$ cat config.mk
export PLATFORM = sky130hd
export DESIGN_NAME = can_message_buffer_store
export DESIGN_NICKNAME = d
export VERILOG_FILES = /design/src/core/can_msg_pkg.sv /design/src/core/can_message_buffer_store.sv
export VERILOG_INCLUDE_DIRS = /design/src /design/src/core
export SDC_FILE = /design/constraint.sdc
export NUM_CORES = 2
export LEC_CHECK = 0
export BUFFER_PORTS_ARGS = -buffer_cell sky130_fd_sc_hd__buf_2
export CORE_ASPECT_RATIO = 0.8
export CORE_MARGIN = 1
export CORE_UTILIZATION = 25
export CTS_BUF_LIST = sky130_fd_sc_hd__clkbuf_16
export CTS_CLUSTER_SIZE = 24
export DETAILED_ROUTE_END_ITERATION = 6
export GPL_TIMING_DRIVEN = 1
export SYNTH_ARGS = -nofsm -noshare
export SYNTH_HDL_FRONTEND = slang
export SYNTH_SLANG_ARGS = --single-unit
$ cat constraint.sdc
create_clock -name mclk_i -period 16.3 [get_ports mclk_i]
set_clock_uncertainty 0.2 [all_clocks]
set_input_delay 0 -clock mclk_i [delete_from_list [all_inputs] [get_ports mclk_i]]
set_output_delay 0 -clock mclk_i [all_outputs]
set_load 0.01 [all_outputs]
$ cat src/core/can_msg_params.svh
// Offsets, field positions, reset values and counts of the message buffer store
`ifndef CAN_MSG_PARAMS_SVH
`define CAN_MSG_PARAMS_SVH
`define OFS_TX_FLAG 8'h00
`define OFS_TX_SEL 8'h01
`define OFS_ABT_REQ 8'h02
`define OFS_ABT_ACK 8'h03
`define OFS_RX_FLAG 8'h04
`define OFS_CTRL 8'h05
`define TX_PAGE 4'h1
`define RX_PAGE 4'h2
`define MSG_BYTES 13
`define RX_BYTES 15
`define TX_LOCAL_PRIORITY_FIELD_IDX 4'hD
`define TX_STH_IDX 4'hE
`define TX_STL_IDX 4'hF
`define RX_STH_IDX 4'hD
`define RX_STL_IDX 4'hE
`define IDR1_BYTE 1
`define IDR3_BYTE 3
`define DLR_BYTE 12
`define IDE_BIT 3
`define RTR_STD_BIT 4
`define RTR_EXT_BIT 0
`define MAX_DATA 4'h8
`define CTRL_INIT_BIT 0
`define CTRL_TIME_BIT 1
`define CTRL_LOOP_BIT 2
`define RXF_BIT 0
`define OVR_BIT 1
`define CTRL_RESET 3'h1
`define TXE_RESET 3'h7
`define RX_DEPTH_DEF 5
`define BIT_DIV_DEF 100
`endif

$ cat src/core/can_msg_pkg.sv
// Types shared by the message buffer store and its users
package can_msg_pkg;
  typedef logic [7:0] byte_t;
  typedef struct packed {
    logic valid;
    logic [1:0] idx;
    logic [3:0] count;
  } tx_pick_t;
  typedef struct packed {
    logic we;
    logic [3:0] idx;
    logic [7:0] data;
  } rx_wr_t;
endpackage : can_msg_pkg

$ cat src/core/can_message_buffer_store.sv
// Transmit buffers, priority pick, abort, receive FIFO and time stamps
//
// Contract
// Every buffer with empty flag clear joins the pick just before SOF.
// Lowest priority value wins; on ties the lower buffer index wins.
// Each of three buffers holds an 8-bit priority, smaller is higher.
// Priority access only while buffer empty and currently selected.
// With stamping on, timer is stored into active buffer on acknowledge.
// Stamp timer counts bit time, wraps silently, zero in init mode.
// Stamp bytes are read-only; transmit stamps readable when empty, selected.
// Three transmit buffers of 13 message bytes, priority, two stamp bytes.
// Software selects an empty buffer; it appears in one transmit window.
// Clearing the empty flag requests sending; success sets it again.
// A transmit event fires whenever a buffer empty flag becomes set; init mode sets the flags without an event.
// The pick reruns at every arbitration, also after an error.
// Abort request on a buffer not sending sets ack, empty, event.
// On release the abort ack reads 1 if aborted, 0 if sent.
// Five-entry FIFO of 15-byte buffers; background buffer is hidden.
// Receive-full is set while the foreground holds an accepted message.
// A valid accepted message is shifted in, sets full, fires an event.
// Software reads the foreground then clears full to release it.
// Rejected or faulty messages never enter the FIFO.
// Own frames are captured but not queued unless in loopback.
// After lost arbitration the winning frame is received in full.
// A full FIFO discards new accepted messages and flags overrun.
// Length code gives 0..8 data bytes; remote frames send none.
// Reset or init leaves all buffers empty and the FIFO empty.
//
// The register offsets and strobed register access were decided locally.
`timescale 1ns/1ps
`default_nettype none
`include "can_msg_params.svh"
module can_message_buffer_store #(
  parameter int RX_DEPTH = `RX_DEPTH_DEF, // Receive FIFO stages
  parameter int BIT_DIV = `BIT_DIV_DEF // Clock cycles per CAN bit
) (
  input wire logic mclk_i, // Controller clock
  input wire logic rst_n_i, // Synchronous reset, low
  input wire logic [7:0] reg_addr_i, // Register address
  input wire logic [7:0] reg_wdata_i, // Register write data
  input wire logic reg_wr_i, // Write strobe
  input wire logic reg_rd_i, // Read strobe
  output logic [7:0] reg_rdata_o, // Read data, cycle after strobe
  input wire logic sof_req_i, // Engine about to send SOF
  input wire logic tx_start_i, // Picked buffer now on the bus
  input wire logic tx_done_i, // Own frame sent successfully
  input wire logic tx_error_i, // Transmission error, retry later
  input wire logic arb_lost_i, // Arbitration lost
  input wire logic bus_ack_i, // Message acknowledged on the bus
  output can_msg_pkg::tx_pick_t tx_pick_o, // Picked buffer
  output logic [8*`MSG_BYTES-1:0] tx_msg_o, // Picked message bytes
  input wire can_msg_pkg::rx_wr_t rx_wr_i, // Byte into background buffer
  input wire logic rx_ok_i, // Frame received without error
  input wire logic accept_hit_i, // Identifier passed the filter
  output logic [2:0] tx_buffer_empty_o, // Empty flags
  output logic [2:0] tx_event_o, // Empty flag became set
  output logic rx_full_flag_o, // Foreground holds a message
  output logic rx_event_o, // Message shifted into FIFO
  output logic overrun_event_o // Message lost to full FIFO
);
  import can_msg_pkg::*;

  localparam int PW = $clog2(RX_DEPTH + 1);
  localparam int DW = $clog2(BIT_DIV + 1);

  byte_t tx_mem [3][`MSG_BYTES];
  byte_t tx_local_priority_field_r [3];
  logic [15:0] tx_stamp_r [3];
  byte_t bg_mem [`RX_BYTES];
  byte_t rx_mem [RX_DEPTH][`RX_BYTES];
  logic [2:0] ctrl_r;
  logic [2:0] txe_r;
  logic [2:0] txe_nxt;
  logic [2:0] sel_r;
  logic [2:0] abt_req_r;
  logic [2:0] abt_req_nxt;
  logic [2:0] abt_ack_r;
  logic [2:0] abt_ack_nxt;
  logic in_tx_r;
  logic in_tx_nxt;
  logic [1:0] act_r;
  tx_pick_t tx_pick_r;
  logic [8*`MSG_BYTES-1:0] tx_msg_r;
  logic [15:0] timer_r;
  logic [DW-1:0] div_r;
  logic [PW-1:0] rd_ptr_r;
  logic [PW-1:0] wr_ptr_r;
  logic [PW-1:0] rx_cnt_r;
  logic ovr_r;
  logic [2:0] tx_ev_r;
  logic rx_ev_r;
  logic ovr_ev_r;
  logic [7:0] rdata_r;
  logic [7:0] rd_val;
  logic [1:0] best;
  logic found;

  // Lowest set bit position of a three-bit vector
  function automatic logic [1:0] first_one(input logic [2:0] v);
    if (v[0])
    begin
      return 2'd0;
    end
    else if (v[1])
    begin
      return 2'd1;
    end
    return 2'd2;
  endfunction : first_one

  // Data bytes actually sent: none for remote frames, at most eight
  function automatic logic [3:0] data_count(input byte_t idr1, input byte_t idr3,
                                            input byte_t dlr);
    logic rtr;
    rtr = idr1[`IDE_BIT] ? idr3[`RTR_EXT_BIT] : idr1[`RTR_STD_BIT];
    if (rtr)
    begin
      return 4'h0;
    end
    return (dlr[3:0] > `MAX_DATA) ? `MAX_DATA : dlr[3:0];
  endfunction : data_count

  // Circular FIFO pointer step
  function automatic logic [PW-1:0] ptr_inc(input logic [PW-1:0] p);
    return (p == PW'(RX_DEPTH - 1)) ? '0 : p + PW'(1);
  endfunction : ptr_inc

  // Decode helpers
  wire logic init_w = ctrl_r[`CTRL_INIT_BIT];
  wire logic time_w = ctrl_r[`CTRL_TIME_BIT];
  wire logic loop_w = ctrl_r[`CTRL_LOOP_BIT];
  wire logic [3:0] win_idx = reg_addr_i[3:0];
  wire logic tx_page = reg_addr_i[7:4] == `TX_PAGE;
  wire logic rx_page = reg_addr_i[7:4] == `RX_PAGE;
  wire logic [1:0] sidx = first_one(sel_r);
  wire logic sel_ok = (|sel_r) && txe_r[sidx];
  wire logic wr_flag = reg_wr_i && (reg_addr_i == `OFS_TX_FLAG);
  wire logic wr_abt = reg_wr_i && (reg_addr_i == `OFS_ABT_REQ);
  wire logic wr_rxf = reg_wr_i && (reg_addr_i == `OFS_RX_FLAG);
  wire logic full_w = rx_cnt_r == PW'(RX_DEPTH);
  wire logic push_w = rx_ok_i && accept_hit_i && (!in_tx_r || loop_w) && !init_w;
  wire logic pop_w = wr_rxf && reg_wdata_i[`RXF_BIT] && (rx_cnt_r != '0);
  wire logic store_w = push_w && (!full_w || pop_w);

  // Control register: init, stamping, loopback
  always_ff @(posedge mclk_i)
  begin
    if (!rst_n_i)
    begin
      ctrl_r <= `CTRL_RESET;
    end
    else if (reg_wr_i && (reg_addr_i == `OFS_CTRL))
    begin
      ctrl_r <= reg_wdata_i[2:0];
    end
  end

  // Buffer select keeps only the lowest requested empty buffer
  always_ff @(posedge mclk_i)
  begin
    if (!rst_n_i)
    begin
      sel_r <= 3'h0;
    end
    else if (reg_wr_i && (reg_addr_i == `OFS_TX_SEL))
    begin
      sel_r <= (reg_wdata_i[2:0] & txe_r) & ~((reg_wdata_i[2:0] & txe_r) - 3'h1);
    end
  end

  // Next state of empty flags, abort request and acknowledge
  always_comb
  begin
    txe_nxt = txe_r;
    abt_req_nxt = abt_req_r;
    abt_ack_nxt = abt_ack_r;
    in_tx_nxt = in_tx_r;
    if (wr_flag)
    begin
      txe_nxt = txe_r & ~reg_wdata_i[2:0];
      abt_ack_nxt = abt_ack_r & ~(reg_wdata_i[2:0] & txe_r);
    end
    if (wr_abt)
    begin
      abt_req_nxt = abt_req_r | (reg_wdata_i[2:0] & ~txe_r);
    end
    if (tx_start_i && tx_pick_r.valid && !txe_r[tx_pick_r.idx])
    begin
      in_tx_nxt = 1'b1;
    end
    if (tx_error_i || arb_lost_i)
    begin
      in_tx_nxt = 1'b0;
    end
    for (int i = 0; i < 3; i++)
    begin
      if (abt_req_r[i] && !txe_r[i] && !(in_tx_r && (act_r == 2'(i))))
      begin
        txe_nxt[i] = 1'b1;
        abt_ack_nxt[i] = 1'b1;
        abt_req_nxt[i] = 1'b0;
      end
    end
    if (tx_done_i && in_tx_r)
    begin
      txe_nxt[act_r] = 1'b1;
      abt_ack_nxt[act_r] = 1'b0;
      abt_req_nxt[act_r] = 1'b0;
      in_tx_nxt = 1'b0;
    end
  end

  // Transmit flag state; init forces every buffer empty
  always_ff @(posedge mclk_i)
  begin
    if (!rst_n_i || init_w)
    begin
      txe_r <= `TXE_RESET;
      abt_req_r <= 3'h0;
      abt_ack_r <= 3'h0;
      in_tx_r <= 1'b0;
      act_r <= 2'd0;
      tx_ev_r <= 3'h0;
    end
    else
    begin
      txe_r <= txe_nxt;
      abt_req_r <= abt_req_nxt;
      abt_ack_r <= abt_ack_nxt;
      in_tx_r <= in_tx_nxt;
      tx_ev_r <= txe_nxt & ~txe_r;
      if (tx_start_i && tx_pick_r.valid && !txe_r[tx_pick_r.idx])
      begin
        act_r <= tx_pick_r.idx;
      end
    end
  end

  // Message bytes written through the transmit window
  always_ff @(posedge mclk_i)
  begin
    if (reg_wr_i && tx_page && sel_ok && (win_idx < 4'(`MSG_BYTES)))
    begin
      tx_mem[sidx][win_idx] <= reg_wdata_i;
    end
  end

  // Local priority per buffer, stamp bytes in the window ignore writes
  always_ff @(posedge mclk_i)
  begin
    if (!rst_n_i)
    begin
      for (int i = 0; i < 3; i++)
      begin
        tx_local_priority_field_r[i] <= 8'h00;
      end
    end
    else if (reg_wr_i && tx_page && sel_ok && (win_idx == `TX_LOCAL_PRIORITY_FIELD_IDX))
    begin
      tx_local_priority_field_r[sidx] <= reg_wdata_i;
    end
  end

  // Transmit stamp taken when own frame is acknowledged
  always_ff @(posedge mclk_i)
  begin
    if (!rst_n_i)
    begin
      for (int i = 0; i < 3; i++)
      begin
        tx_stamp_r[i] <= 16'h0000;
      end
    end
    else if (time_w && bus_ack_i && in_tx_r)
    begin
      tx_stamp_r[act_r] <= timer_r;
    end
  end

  // Pending buffer with the lowest priority value; ties go to lower index
  always_comb
  begin
    best = 2'd0;
    found = 1'b0;
    for (int i = 0; i < 3; i++)
    begin
      if (!txe_r[i] && (!found || (tx_local_priority_field_r[i] < tx_local_priority_field_r[best])))
      begin
        best = 2'(i);
        found = 1'b1;
      end
    end
  end

  // Pick is rerun at every SOF request, retries included
  always_ff @(posedge mclk_i)
  begin
    if (!rst_n_i || init_w)
    begin
      tx_pick_r <= '0;
      tx_msg_r <= '0;
    end
    else if (sof_req_i)
    begin
      tx_pick_r.valid <= found;
      if (found)
      begin
        tx_pick_r.idx <= best;
        tx_pick_r.count <= data_count(tx_mem[best][`IDR1_BYTE],
          tx_mem[best][`IDR3_BYTE], tx_mem[best][`DLR_BYTE]);
        for (int b = 0; b < `MSG_BYTES; b++)
        begin
          tx_msg_r[8*b +: 8] <= tx_mem[best][b];
        end
      end
    end
  end

  // Free running bit-time stamp timer, wraps with no indication
  always_ff @(posedge mclk_i)
  begin
    if (!rst_n_i || init_w)
    begin
      div_r <= '0;
      timer_r <= 16'h0000;
    end
    else if (div_r == DW'(BIT_DIV - 1))
    begin
      div_r <= '0;
      timer_r <= timer_r + 16'h0001;
    end
    else
    begin
      div_r <= div_r + DW'(1);
    end
  end

  // Background buffer: every frame lands here, own ones included
  always_ff @(posedge mclk_i)
  begin
    if (!rst_n_i)
    begin
      for (int b = 0; b < `RX_BYTES; b++)
      begin
        bg_mem[b] <= 8'h00;
      end
    end
    else
    begin
      if (rx_wr_i.we && (rx_wr_i.idx < 4'(`MSG_BYTES)))
      begin
        bg_mem[rx_wr_i.idx] <= rx_wr_i.data;
      end
      if (time_w && bus_ack_i)
      begin
        bg_mem[`RX_STH_IDX] <= timer_r[15:8];
        bg_mem[`RX_STL_IDX] <= timer_r[7:0];
      end
    end
  end

  // FIFO pointers, fill count and overrun flag
  always_ff @(posedge mclk_i)
  begin
    if (!rst_n_i || init_w)
    begin
      rd_ptr_r <= '0;
      wr_ptr_r <= '0;
      rx_cnt_r <= '0;
      ovr_r <= 1'b0;
      rx_ev_r <= 1'b0;
      ovr_ev_r <= 1'b0;
    end
    else
    begin
      if (store_w)
      begin
        wr_ptr_r <= ptr_inc(wr_ptr_r);
      end
      if (pop_w)
      begin
        rd_ptr_r <= ptr_inc(rd_ptr_r);
      end
      if (store_w && !pop_w)
      begin
        rx_cnt_r <= rx_cnt_r + PW'(1);
      end
      else if (pop_w && !store_w)
      begin
        rx_cnt_r <= rx_cnt_r - PW'(1);
      end
      if (push_w && !store_w)
      begin
        ovr_r <= 1'b1;
      end
      else if (wr_rxf && reg_wdata_i[`OVR_BIT])
      begin
        ovr_r <= 1'b0;
      end
      rx_ev_r <= store_w;
      ovr_ev_r <= push_w && !store_w;
    end
  end

  // FIFO entries take a copy of the background buffer
  always_ff @(posedge mclk_i)
  begin
    if (store_w)
    begin
      for (int b = 0; b < `RX_BYTES; b++)
      begin
        rx_mem[wr_ptr_r][b] <= bg_mem[b];
      end
    end
  end

  // Register read mux; windows read zero when not accessible
  always_comb
  begin
    rd_val = 8'h00;
    case (reg_addr_i)
      `OFS_TX_FLAG: rd_val = {5'h00, txe_r};
      `OFS_TX_SEL: rd_val = {5'h00, sel_r};
      `OFS_ABT_REQ: rd_val = {5'h00, abt_req_r};
      `OFS_ABT_ACK: rd_val = {5'h00, abt_ack_r};
      `OFS_RX_FLAG: rd_val = {6'h00, ovr_r, rx_cnt_r != '0};
      `OFS_CTRL: rd_val = {5'h00, ctrl_r};
      default:
      begin
        if (tx_page && sel_ok)
        begin
          if (win_idx < 4'(`MSG_BYTES))
          begin
            rd_val = tx_mem[sidx][win_idx];
          end
          else if (win_idx == `TX_LOCAL_PRIORITY_FIELD_IDX)
          begin
            rd_val = tx_local_priority_field_r[sidx];
          end
          else if (win_idx == `TX_STH_IDX)
          begin
            rd_val = tx_stamp_r[sidx][15:8];
          end
          else
          begin
            rd_val = tx_stamp_r[sidx][7:0];
          end
        end
        else if (rx_page && (rx_cnt_r != '0) && (win_idx < 4'(`RX_BYTES)))
        begin
          rd_val = rx_mem[rd_ptr_r][win_idx];
        end
      end
    endcase
  end

  // Read data stands only in the cycle after the strobe
  always_ff @(posedge mclk_i)
  begin
    if (!rst_n_i)
    begin
      rdata_r <= 8'h00;
    end
    else
    begin
      rdata_r <= reg_rd_i ? rd_val : 8'h00;
    end
  end

  // Outputs
  assign reg_rdata_o = rdata_r;
  assign tx_pick_o = tx_pick_r;
  assign tx_msg_o = tx_msg_r;
  assign tx_buffer_empty_o = txe_r;
  assign tx_event_o = tx_ev_r;
  assign rx_full_flag_o = rx_cnt_r != '0;
  assign rx_event_o = rx_ev_r;
  assign overrun_event_o = ovr_ev_r;
endmodule : can_message_buffer_store
`default_nettype wire

==> flow_metrics.tcl <==
set metrics [dict create \
    status "finished, final reports clean" \
    synth_top_area_frac 0.6330 \
    grt_first_pass_wirelength_um 209500 \
    drt_first_pass_iters 6 \
    cp_slowest_cell "nor3_2" \
    ys_seq_area_frac 0.7011 \
    avgRoutedWirePerCell_um 22.90 \
    area_delta_synth_final_pct 17.06 \
    p_leak_nw 20.47 \
    synth_edf_count 1104 \
    final_cell_mix "edfxtp_1 (1104), nand2_1 (269), mux4_2 (220), mux2i_1 (200), nor2_1 (176)" \
    cts_setup_buffers 0 \
    syn_area_per_cell_um2 16.32 \
    io_pins 169 \
    die-area_mm2 0.2113 \
    setup_slack_ns 11.28 \
    timing.hold.ws_ns 0.01276 \
    rsz0062_at_grt "no" \
    max_cap_viol_count 0 \
    tightest_slew_ns 1.160 \
    cts_sinks 1282 \
    cts_root_buf "clkbuf_16" \
    row_count 149 \
    start_util 0.2529 \
    max-vdd-ir-drop_mv 0.07041 \
    cp.required_ns 16.46 \
    yosys.cell_types.count 75 \
    pre_cts_ws_ns 11.19 \
    async_reset_ff_frac 0 \
    wl_um 145700 \
    numCtsBuffers 130 \
    syn_nets 3272 \
    fin_crit_ns 5.017 \
    syn_area_mm2 0.05237 \
    drt_iter0_drc 2901 \
    drc_errors 0 \
    synth_seq_cells 1282 \
    cts_tree "yes" \
    cts_max_level 4 \
    final_common_cell "edfxtp_1" \
    holdCritPathClass "input port to register" \
    max_freq_mhz 199.3 \
    gp_congestion 0.8595 \
    synth_top_area_cell "edfxtp_1" \
    grt_max_degree 121 \
    dp_hpwl_um 91920 \
    die_x_um 513.7 \
    cp.arrival_ns 5.18 \
    yosys_warnings 0 \
    clock_latency_ns 0.76 \
    port_buffers 168 \
    worstPathMaxFanout 52 \
    die_h_um 411.4 \
    setup_viol 0 \
    slew_violations 0 \
    via_per_inst 4.675 \
    core_area_mm2 0.2071 \
    cts_buffer_depth 3 \
    finalCritPeriodShare 0.3078 \
    path_class "register to register" \
    relSlewSlack 0.2244 \
    ys_top_cells_by_area "edfxtp_1 (63%), mux4_2 (9.5%), dfxtp_1 (6.8%)" \
    power_density_mw_per_mm2 109.5 \
    cp-start-kind "register" \
    grt-ovfl-total 0 \
    drive_above_1_share 0.2238 \
    synth_ff_type "edfxtp_1" \
    path_cells "inv_2 -> buf_4 -> o211ai_1 -> o2111a_1 -> nand3_1 -> nor3_2" \
    grt_pass1_vias 29450 \
    final_nets 3519 \
    worstSetupEndpointType "register" \
    grt_usage 0.1351 \
    syn_inst 3209 \
    antenna_found_initial 10 \
    cp_slowest_stage_delay_ns 1.21 \
    cts.clk_slew.worst_paths_ns 0.07 \
    fin_setup_tns_ns 0 \
    ant_nets 0 \
    vias 29750 \
    hold_violations 0 \
]
==> registers in the layout, summed over array words and instances, names as in the netlist, 8 cells and up, named ones only <==
signal                     count
tx_stamp_r                    48
bg_mem                       120
tx_msg_o                     104
timer_r                       16
rx_mem                       600
tx_mem                       312
reg_rdata_o                    8
tx_local_priority_field_r     24
==> path summary, 6_finish.rpt <==
path	endpoint	slack, ns	start	cells past startpoint
worst min register to register	tx_msg_o[67]$_SDFFE_PP0P_	0.24	tx_msg_o[67]$_SDFFE_PP0P_	2
worst max register to register	tx_mem[0][74]$_DFFE_PP_	11.28	sel_r[0]$_SDFFE_PN0P_	6
worst min-delay path	reg_rdata_o[4]$_SDFF_PN0_	0.01	reg_addr_i[3]	5
worst max-delay path	tx_mem[0][74]$_DFFE_PP_	11.28	sel_r[0]$_SDFFE_PN0P_	6
==> cells by family (layout without fill, tap and decap cells) <==
family / count (synthesis) / in the layout / share of synthesized area
AOI/OAI and AO/OA: 347 / 347 / 0.04009
xor gates and xnor gates: 22 / 22 / 0.003679
adders and majority gates: 22 / 22 / 0.005399
buffers and inverters: 230 / 586 / 0.02024
DFF: 1282 / 1282 / 0.7011
muxes: 555 / 555 / 0.1619
other: 0 / 4 / 0
and+or+nand+nor: 751 / 751 / 0.06768
==> Yosys cell counts, drive strengths merged, types with 12 or more instances <==
master / n
edfxtp: 1104
nand2: 270
mux4: 220
mux2i: 200
dfxtp: 178
nor2: 178
o21ai: 174
mux2: 135
and2: 134
clkbuf: 100
buf: 86
a21oi: 55
inv: 44
nor3: 40
nand3: 31
o211ai: 23
ha: 21
nor2b: 18
a211oi: 16
xor2: 16
nand4: 15
nand2b: 12
==> critical path, delay by kind of cell (launching register included) <==
kind	cells	cell delay [ns]
AND/OR/NAND/NOR	2	2.08
buffers and inverters	2	0.91
flip-flops	1	0.86
AO/OA/AOI/OAI	2	0.58
==> per-stage QoR <==
step                  util  cells  area, um2  power [mW]
floorplan                -   3209      52370       3.747
global placement    0.2733   6065      56600       3.845
detailed placement  0.2733   6066      56600       3.849
CTS                 0.2959   6358      61300       6.765
global route        0.2960   6362      61310       6.892
finish              0.2960   6362      61310       6.716
==> final cells by class <==
class | count | area, um2
inverter | 44 | 165.2
timing repair buffer | 301 | 2003
sequential | 1282 | 36730
fill | 20450 | 145800
clock buffer | 136 | 3403
multi-input combinational | 1697 | 14720
antenna | 4 | 10.01
tap | 2793 | 3495
clock inverter | 105 | 779.5
==> report_power, final <==
| part | switching, mW | total [mW] | internal, mW |
|---|---|---|---|
| registers | 0.0257 | 3.61 | 3.58 |
| clock network | 1.27 | 2.93 | 1.66 |
| logic | 0.125 | 0.180 | 0.0553 |
| total | 1.42 | 6.72 | 5.30 |
==> metal layers <==
metal,up-vias,share of wire,track usage
met5,-,0,0
li1,12930,-,-
met3,214,0.069,0.02292
met1,15540,0.42,0.1776
met2,1070,0.48,0.2225
met4,0,0.033,0.05120
==> timing repair <==
| item | in CTS | in global routing |
|---|---|---|
| gates resized for setup | 0 | 0 |
| endpoints found under the hold margin | 640 | 0 |
| hold buffers | 51 | 0 |
No activity file was read; power rests on OpenSTA's default activity.
